### config.mk
export PLATFORM = sky130hd
export DESIGN_NAME = phy_status_regs
export DESIGN_NICKNAME = d
export VERILOG_FILES = /design/src/logic/phy_status_regs.v
export VERILOG_INCLUDE_DIRS = /design/src /design/src/logic
export SDC_FILE = /design/constraint.sdc
export NUM_CORES = 1
export LEC_CHECK = 0
export CORE_MARGIN = 4
export CORE_UTILIZATION = 45
export DETAILED_ROUTE_END_ITERATION = 8
export DONT_BUFFER_PORTS = 1
export PLACE_DENSITY = 0.66
export SETUP_SLACK_MARGIN = 0.5
export SLEW_MARGIN = 20
export SYNTH_ARGS = -nofsm -noshare
export SYNTH_HDL_FRONTEND = slang
export SYNTH_SLANG_ARGS = --single-unit
### constraint.sdc
create_clock -name sys_clk_in -period 4.9 [get_ports sys_clk_in]
set_clock_uncertainty 0.05 [all_clocks]
set_input_delay 0.735 -clock sys_clk_in [delete_from_list [all_inputs] [get_ports sys_clk_in]]
set_output_delay 0.735 -clock sys_clk_in [all_outputs]
set_load 0.05 [all_outputs]
### src/logic/phy_status_consts.vh
`ifndef PHY_STATUS_CONSTS_VH
`define PHY_STATUS_CONSTS_VH

// management register addresses
`define REG_CTRL 5'h00
`define REG_STAT 5'h01
`define REG_ID1 5'h02
`define REG_ID2 5'h03
`define REG_ADV 5'h04
`define REG_EXT 5'h0f

// management frame opcodes
`define OP_WR 2'h1
`define OP_RD 2'h2

// frame field lengths, as last-bit counter values
`define HDR_LAST 4'hb
`define TA_LAST 4'h1
`define DATA_LAST 4'hf

// header field positions in the receive shifter, taken at the last header bit
`define HDR_OP_HI 10
`define HDR_OP_LO 9
`define HDR_PA_HI 8
`define HDR_PA_LO 4
`define HDR_RA_HI 3

// status word: fixed ability bits 14..11, 8, 6, 3, 0 set
`define STAT_FIXED 16'h7949
`define ST_ANC 5
`define ST_RFLT 4
`define ST_LINK 2
`define ST_JAB 1

// control word layout
`define CTRL_RST 15
`define CTRL_RESTART 9
`define CTRL_WR_MASK 16'h7dc0
`define CTRL_DEFAULT 16'h1140

// advertisement layout: bits 14, 12 and 9 read as zero
`define ADV_WR_MASK 16'hadff
`define ADV_DEFAULT 16'h01e1

// identifier field positions
`define ID2_OUI_HI 15
`define ID2_OUI_LO 10
`define ID2_MDL_HI 9
`define ID2_MDL_LO 4
`define ID2_REV_HI 3
`define ID2_REV_LO 0

// soft reset duration
`define CLK_PERIOD_NS 5
`define SRST_TIME_NS 100

`endif

### src/logic/phy_status_regs.v
`include "phy_status_consts.vh"

module phy_status_regs #(
    parameter [4:0] PHY_ADDR = 5'h01,   // management address of this device
    parameter [15:0] OUI_WORD1 = 16'h2a5c, // arbitrary value
    parameter [5:0] OUI_WORD2 = 6'h15,  // arbitrary value
    parameter [5:0] MODEL_CODE = 6'h2b, // arbitrary value
    parameter [3:0] REV_CODE = 4'h7,    // arbitrary value
    parameter [15:0] EXT_STATUS = 16'h0000 // extended status content
) (
    input wire sys_clk_in,              // system clock, 200 MHz
    input wire sys_rst_in,              // async reset, active high
    input wire mdc_in,                  // management clock pin
    input wire mdio_in,                 // management data pin, input side
    output wire mdio_out,               // management data pin, output side
    output wire mdio_oe_out,            // management data drive enable
    input wire an_done_in,              // negotiation complete, level
    input wire remote_fault_in,         // remote fault seen, level
    input wire link_ok_in,              // valid link, level
    input wire jabber_in,               // jabber seen, level
    output wire an_restart_out,         // restart negotiation, one-cycle pulse
    output wire soft_reset_out,         // soft reset in progress, level
    output wire [15:0] ctrl_word_out,   // stored control bits
    output wire [15:0] adv_word_out     // stored advertisement bits
);

    // frame engine states, binary coded
    localparam [2:0] ST_IDLE = 3'h0;    // waiting for start bits
    localparam [2:0] ST_HDR = 3'h1;     // opcode, addresses
    localparam [2:0] ST_TA = 3'h2;      // turnaround
    localparam [2:0] ST_DATA = 3'h3;    // sixteen data bits

    // rounded up so the reset is never shorter than asked
    // the count must fit the eight-bit countdown below, so keep the reset time short
    localparam integer SRST_CYC_FULL = (`SRST_TIME_NS + `CLK_PERIOD_NS - 1) / `CLK_PERIOD_NS;
    localparam [7:0] SRST_CYC = SRST_CYC_FULL[7:0];

    // synchronisers and frame engine
    reg mdc_s1_r, mdc_s2_r, mdc_s3_r;  // mdc synchroniser and edge stage
    reg mdio_s1_r, mdio_s2_r;           // mdio synchroniser
    reg [2:0] state_r;                  // frame state
    reg [3:0] cnt_r;                    // bit counter in field
    reg prev_r;                         // previous idle bit
    reg [15:0] sh_r;                    // receive shifter
    reg [15:0] rd_sh_r;                 // transmit shifter
    reg [4:0] reg_r;                    // addressed register
    reg is_rd_r, is_wr_r;               // frame addressed to us
    reg mdio_out_r, mdio_oe_r;          // pin drive
    // stored words, flags and soft reset
    reg [15:0] ctrl_r;                  // control storage
    reg [15:0] adv_r;                   // advertisement storage
    reg rflt_r, link_r, jab_r;          // latched status flags
    wire stat_rd_now;                   // status snapshot and latch clear on this edge
    reg restart_r;                      // restart pulse
    reg busy_r;                         // soft reset running
    reg [7:0] srst_cnt_r;               // soft reset countdown
    reg wr_ctrl_r, wr_adv_r;            // write commit strobes
    reg [15:0] wr_data_r;               // committed write data
    // combinational images
    reg [15:0] stat_word;               // live status image
    reg [15:0] rd_word;                 // read mux result
    wire mdc_rise;                      // sampled rising edge of mdc
    wire bit_in;                        // data bit taken at that edge

    assign mdc_rise = mdc_s2_r & ~mdc_s3_r;
    assign bit_in = mdio_s2_r;

    // status read: the snapshot and the clear share one edge, so an event
    // that lands one cycle after the snapshot can never be wiped unseen
    assign stat_rd_now = mdc_rise & is_rd_r & (state_r == ST_TA) & (cnt_r != `TA_LAST) &
                         (reg_r == `REG_STAT);

    // true when the header carries the given opcode and this device's address
    function op_for_us;
        input [`HDR_OP_HI:0] hdr;       // opcode, device address, upper register bits
        input [1:0] op;                 // opcode looked for
        begin
            op_for_us = (hdr[`HDR_OP_HI:`HDR_OP_LO] == op) && (hdr[`HDR_PA_HI:`HDR_PA_LO] == PHY_ADDR);
        end
    endfunction

    // two-flop synchronisers; edge detect looks only at stages two and three
    // both pins reset to their idle levels, so no false edge or start follows reset
    always @(posedge sys_clk_in or posedge sys_rst_in) begin
        if (sys_rst_in) begin
            mdc_s1_r <= 1'b0;
            mdc_s2_r <= 1'b0;
            mdc_s3_r <= 1'b0;
            mdio_s1_r <= 1'b1;
            mdio_s2_r <= 1'b1;
        end else begin
            mdc_s1_r <= mdc_in;
            mdc_s2_r <= mdc_s1_r;
            mdc_s3_r <= mdc_s2_r;
            mdio_s1_r <= mdio_in;
            mdio_s2_r <= mdio_s1_r;
        end
    end

    // status image built from fixed abilities, the live negotiation bit and latched flags
    // bit 2 reads low after reset until a status read refreshes it
    always @* begin
        stat_word = `STAT_FIXED;
        stat_word[`ST_ANC] = an_done_in;
        stat_word[`ST_RFLT] = rflt_r;
        stat_word[`ST_LINK] = link_r;
        stat_word[`ST_JAB] = jab_r;
    end

    // read mux; unmapped addresses return zero
    // reg_r only changes at a header's end, so the snapshot sees a settled word
    always @* begin
        rd_word = 16'h0000;
        case (reg_r)
            `REG_CTRL: begin
                rd_word = ctrl_r;
                rd_word[`CTRL_RST] = busy_r;
            end
            `REG_STAT: rd_word = stat_word;
            // identifier fields come from parameters and are never writable
            `REG_ID1: rd_word = OUI_WORD1;
            `REG_ID2: begin
                rd_word[`ID2_OUI_HI:`ID2_OUI_LO] = OUI_WORD2;
                rd_word[`ID2_MDL_HI:`ID2_MDL_LO] = MODEL_CODE;
                rd_word[`ID2_REV_HI:`ID2_REV_LO] = REV_CODE;
            end
            `REG_ADV: rd_word = adv_r;
            `REG_EXT: rd_word = EXT_STATUS;
            default: rd_word = 16'h0000;
        endcase
    end

    // management frame engine; start is a 0 then 1 after idle ones, so no preamble is needed
    // cnt_r counts bits within a field and restarts at each new field
    always @(posedge sys_clk_in or posedge sys_rst_in) begin
        if (sys_rst_in) begin
            state_r <= ST_IDLE;
            cnt_r <= 4'h0;
            prev_r <= 1'b1;
            sh_r <= 16'h0000;
            rd_sh_r <= 16'h0000;
            reg_r <= 5'h00;
            is_rd_r <= 1'b0;
            is_wr_r <= 1'b0;
            mdio_out_r <= 1'b1;
            mdio_oe_r <= 1'b0;
            wr_ctrl_r <= 1'b0;
            wr_adv_r <= 1'b0;
            wr_data_r <= 16'h0000;
        end else begin
            wr_ctrl_r <= 1'b0;
            wr_adv_r <= 1'b0;
            if (mdc_rise) begin
                case (state_r)
                    // idle: hunt for a 0 then 1; any run of ones before it is preamble
                    ST_IDLE: begin
                        prev_r <= bit_in;
                        if (!prev_r && bit_in) begin
                            state_r <= ST_HDR;
                            cnt_r <= 4'h0;
                        end
                    end
                    // header: twelve bits, decoded on the last one
                    ST_HDR: begin
                        sh_r <= {sh_r[14:0], bit_in};
                        cnt_r <= cnt_r + 4'h1;
                        if (cnt_r == `HDR_LAST) begin
                            // header is op[11:10] phy[9:5] reg[4:0]
                            reg_r <= {sh_r[`HDR_RA_HI:0], bit_in};
                            is_rd_r <= op_for_us(sh_r[`HDR_OP_HI:0], `OP_RD);
                            is_wr_r <= op_for_us(sh_r[`HDR_OP_HI:0], `OP_WR);
                            cnt_r <= 4'h0;
                            state_r <= ST_TA;
                        end
                    end
                    // turnaround: the line changes hands after the first bit
                    ST_TA: begin
                        cnt_r <= cnt_r + 4'h1;
                        if (cnt_r != `TA_LAST) begin
                            if (is_rd_r) begin
                                // latches clear on this same edge, see stat_rd_now
                                rd_sh_r <= rd_word;
                                mdio_oe_r <= 1'b1;
                                mdio_out_r <= 1'b0;
                            end
                        end else begin
                            // second bit: the first data bit goes out
                            if (is_rd_r) begin
                                mdio_out_r <= rd_sh_r[15];
                                rd_sh_r <= {rd_sh_r[14:0], 1'b0};
                            end
                            cnt_r <= 4'h0;
                            state_r <= ST_DATA;
                        end
                    end
                    // data: shift in for writes, shift out for reads
                    ST_DATA: begin
                        sh_r <= {sh_r[14:0], bit_in};
                        cnt_r <= cnt_r + 4'h1;
                        if (cnt_r == `DATA_LAST) begin
                            // bit 0 is out: release at once so the station has the line back
                            mdio_oe_r <= 1'b0;
                            mdio_out_r <= 1'b1;
                            wr_data_r <= {sh_r[14:0], bit_in};
                            wr_ctrl_r <= is_wr_r && (reg_r == `REG_CTRL);
                            wr_adv_r <= is_wr_r && (reg_r == `REG_ADV);
                            prev_r <= 1'b1;
                            state_r <= ST_IDLE;
                        end else if (is_rd_r) begin
                            mdio_out_r <= rd_sh_r[15];
                            rd_sh_r <= {rd_sh_r[14:0], 1'b0};
                        end
                    end
                    default: state_r <= ST_IDLE;
                endcase
            end
        end
    end

    // control, advertisement and soft reset; writes during soft reset are dropped
    // the soft reset runs for a fixed time, not a fixed number of link clocks
    always @(posedge sys_clk_in or posedge sys_rst_in) begin
        if (sys_rst_in) begin
            ctrl_r <= `CTRL_DEFAULT;
            adv_r <= `ADV_DEFAULT;
            busy_r <= 1'b0;
            srst_cnt_r <= 8'h00;
            restart_r <= 1'b0;
        end else begin
            restart_r <= 1'b0;
            // soft reset holds both words at their defaults
            if (busy_r) begin
                ctrl_r <= `CTRL_DEFAULT;
                adv_r <= `ADV_DEFAULT;
                srst_cnt_r <= srst_cnt_r - 8'h01;
                if (srst_cnt_r == 8'h01) begin
                    busy_r <= 1'b0;
                end
            end else if (wr_ctrl_r) begin
                if (wr_data_r[`CTRL_RST]) begin
                    busy_r <= 1'b1;
                    srst_cnt_r <= SRST_CYC;
                end else begin
                    // bit 9 is not stored: it only pulses the restart
                    ctrl_r <= wr_data_r & `CTRL_WR_MASK;
                    restart_r <= wr_data_r[`CTRL_RESTART];
                end
            end else if (wr_adv_r) begin
                // only software writes reach this register
                adv_r <= wr_data_r & `ADV_WR_MASK;
                restart_r <= ~an_done_in;
            end
        end
    end

    // latched flags: a new event in the clearing cycle wins over the clear
    // fault and jabber latch high, link latches low; the read snapshot and
    // the clear share one edge, so no one-cycle event falls between them
    always @(posedge sys_clk_in or posedge sys_rst_in) begin
        if (sys_rst_in) begin
            rflt_r <= 1'b0;
            link_r <= 1'b0;
            jab_r <= 1'b0;
        end else if (busy_r) begin
            rflt_r <= 1'b0;
            link_r <= 1'b0;
            jab_r <= 1'b0;
        end else begin
            rflt_r <= remote_fault_in | (rflt_r & ~stat_rd_now);
            link_r <= link_ok_in & (link_r | stat_rd_now);
            jab_r <= jabber_in | (jab_r & ~stat_rd_now);
        end
    end

    // outputs are the flops themselves, no logic after them
    assign mdio_out = mdio_out_r;
    assign mdio_oe_out = mdio_oe_r;
    assign an_restart_out = restart_r;
    assign soft_reset_out = busy_r;
    assign ctrl_word_out = ctrl_r;
    assign adv_word_out = adv_r;

endmodule // phy_status_regs

==> summary.md <==
| Metric | Value |
|---|---|
| Final wirelength | `approximately 11 mm` |
| Peak supply drop | `roughly 0.16 mV` |
| Total of fill cells in the finished design | `1014` |
| # DRC | `0` |
| Crit path max-delay cell type | `nor3_4` |
| Vias in the first global route | `between 3000 and 4000` |
| Routed vias/inst | `5.69` |
| Reg2reg start | `state_r[1]` |
| Seq cells post-synth | `104` |
| Post-synthesis adder-cell area fraction | `0.0200` |
| Reg2reg end | `wr_data_r[11]` |
| Final critical-path share of the clock period | `0.522` |
| Max Fclk | `391 MHz` |
| Via count | `3399` |
| Multiplexer area fraction after synthesis | `0.109` |
| CTS tree | `done` |
| Num Clock Sinks | `104` |
| Xor-xnor portion of the synthesized cell area | `0.00175` |
| Ys async rst share | `1.00` |
| Number of setup buffers added after CTS | `0` |
| Min cycle time layout | `2.56 ns` |
| R2r worst-path depth | `4` |
| Max incr delay on CP | `0.79 ns` |
| Post-Syn Area | `between 5000 and 6000 sq um` |
| Nets | `468` |
| Slew Viols, Final | `0` |
| DP Wirelength | `7.60 mm` |
| Critical path cell sequence | `ha_1 -> clkinv_1 -> nor3_4 -> mux2_2` |
| Share of cells above drive strength 1 | `0.158` |
| Antenna cells | `0` |
| Setup violators final | `0` |
| First-pass GRT wire length | `17.8 mm` |
| Top cells by area, synth | `dfrtp_1 (46%), dfstp_2 (6.3%), mux2_2 (5.9%)` |
| Die Ht | `113 um` |
| CP Class | `flip-flop to flip-flop` |
| Htree depth | `3` |
| CP Launch Type | `flip-flop` |
| Placed Area | `5030 sq um` |
| Core region area | `roughly 11000 sq um` |
| Final instance area | `5270 sq um` |
| Cell accounting for the most synthesized area | `dfrtp_1` |
| Gate Count Post-Synth | `464` |
| WP data arrival | `2.78 ns` |
| Initial antenna violation count | `0` |
| Clock latency on the worst-skew pair | `roughly 0.38 ns` |
| Die ar. | `roughly 13000 sq um` |
| EDFF count, synth | `0` |
| Synth Area in Compound Gates | `0.124` |
| Total gr overflow | `0` |
| Number of max-cap violations | `0` |
| Slew HR | `0.408` |
| Post-synthesis sequential area ratio | `0.523` |
| Static leakage | `2.36 nW` |
| CP max FO | `18` |
| Initial core utilization | `0.462` |
| Post-DRT Antenna Nets | `0` |
| Clock slew seen by the registers of the worst setup and hold paths | `0.10 ns` |
| CTS max path bufs | `2` |
| DRT iter0 DRCs | `287` |
| Drt wl/cell | `17.9 um` |
| Pin count of the biggest net entering global routing | `74` |
| Clock root cell | `clkbuf_8` |
| Cts hold-fix bufs | `0` |
| Post-synth top flop | `dfrtp_1` |
| Library cells used by synthesis | `65` |
| DIE WIDTH | `113 um` |
| RSZ-0062 raised after global routing | `false` |
| Most common cell in the netlist | `dfrtp_1` |
| Synthesized-area fraction occupied by and/or/nand/nor cells | `0.172` |
| Reg2reg setup slack | `2.34 ns` |
| Total CTS buffers | `9` |
| Worst min-delay path class | `primary input to flip-flop` |
| Fin. Hold Viols | `0` |
| Routability cong. | `approximately 0.80` |
| Outcome | `finished, final reports clean` |
| Most instantiated cells after synthesis | `dfrtp_1 (92), nand2_1 (68), mux2_2 (26)` |
| Crit path to | `wr_data_r[11]` |
| Post-CTS sizing | `0` |
| Top Ports | `44` |
| Area Growth Syn to Fin | `5.38%` |
| 1st-pass router iterations | `4` |
| Post-route setup TNS | `0 ns` |
| GR Util All Layers | `0.175` |
| Top-area cell type share of the netlist area | `0.460` |
| Yosys warning count | `0` |
| Worst-Margin Slew | `0.888 ns` |
| Critical Path Start | `state_r[1]` |
| Syn_area_per_cell | `10.8 sq um` |
| Required time of the critical path | `5.12 ns` |
| Crit. End Element | `flip-flop` |
| Port bufs | `0` |
| Rows | `38` |
| P per Cell Area | `roughly 430 nW/um^2` |
| Main combinational cell family by area after synthesis | `simple AND/OR/NAND/NOR gates` |
==> critical path: cells and delay by family, from the launching register on <==
family	cells	cell delay, ns
simple gates	1	0.79
fa+ha+maj	1	0.42
mux	1	0.41
flops	1	0.40
buf+inv	1	0.37
==> layout make-up <==
cell class                 instances  area (sq um)  share of cell area
timing repair buffer               2          15.0             0.00285
inverter                          13          51.3             0.00973
clock inverter                     7           113              0.0214
sequential                       104          2620               0.496
clock buffer                       9           124              0.0235
multi-input combinational        322          2180               0.413
tap                              140           175              0.0332
==> sequential cells by signal, summed over array words and instances, names as in the netlist, 2 cells and up <==
signal and flops:
rd_sh_r 16, wr_data_r 16, sh_r 15, adv_word_out 13, ctrl_word_out 8, srst_cnt_r 8, reg_r 5, cnt_r 4
state_r 2
==> per-stage QoR <==
stage | power (W) | std cells | utilization | setup WS [ns] | hold slack, ns
after floorplan | 0.00157 | 474 | - | 1.40 | 0.281
after global placement | 0.00166 | 581 | 0.464 | 2.41 | 0.292
after detailed placement | 0.00169 | 581 | 0.464 | 2.34 | 0.297
after CTS | 0.00231 | 597 | 0.486 | 2.33 | 0.276
after global routing | 0.00243 | 597 | 0.486 | 2.12 | 0.272
final | 0.00229 | 597 | 0.486 | 2.34 | 0.299
==> power breakdown <==
group,total [W],internal [W],switching (W)
clock network,0.000619,0.000300,0.000319
logic,0.000575,0.000244,0.000331
registers,0.00110,0.000977,0.000122
==> routing by layer <==
| layer | track usage | up-vias | routed length [um] |
|---|---|---|---|
| met4 | 0.0601 | 0 | 165 |
| met3 | 0.0430 | 15 | 653 |
| met5 | 0 | - | 0 |
| li1 | - | 1611 | - |
| met1 | 0.251 | 1688 | 4940 |
| met2 | 0.261 | 85 | 4950 |
==> cell families (layout without fill, tap and decap cells) <==
group | Yosys count | after routing
compound gates | 87 | 87
xor+xnor | 1 | 1
fa+ha+maj | 8 | 8
buf+inv | 48 | 31
flops | 104 | 104
mux | 50 | 50
other cells | 1 | 11
simple gates | 165 | 165
==> how the worst min path moves through the flow <==
| stage | slack, ns | cells past startpoint | startpoint | to |
|---|---|---|---|---|
| after floorplan | 0.28 | 0 | mdc_s1_r | mdc_s2_r |
| after global placement | 0.29 | 0 | mdc_s1_r | mdc_s2_r |
| after detailed placement | 0.30 | 0 | mdio_s1_r | bit_in |
| after CTS | 0.28 | 0 | mdio_in | mdio_s1_r |
| after global routing | 0.27 | 0 | mdio_in | mdio_s1_r |
| final | 0.30 | 0 | mdio_in | mdio_s1_r |
==> cell usage in the layout, fill, tap and decap left out, types with 2 or more instances in the layout <==
cell,count
inv_1,11
nand3_1,23
conb_1,11
clkbuf_8,9
o22a_1,2
a221o_1,4
a32o_1,12
o31ai_1,3
nand4_1,3
bufinv_16,2
ha_1,8
mux2i_1,14
nor3_2,2
nor2b_1,6
and3_1,5
a211o_1,2
inv_8,2
dfstp_2,12
nor4b_1,4
dfrtp_1,92
a21oi_1,23
mux2_1,10
a31oi_1,4
nand2_1,68
nor3_1,5
buf_4,2
nor2_1,20
nand2b_1,9
a2bb2oi_1,5
o21ai_0,19
o211ai_1,2
mux2_2,26
Note: power is estimated with default switching activity, not from simulation.
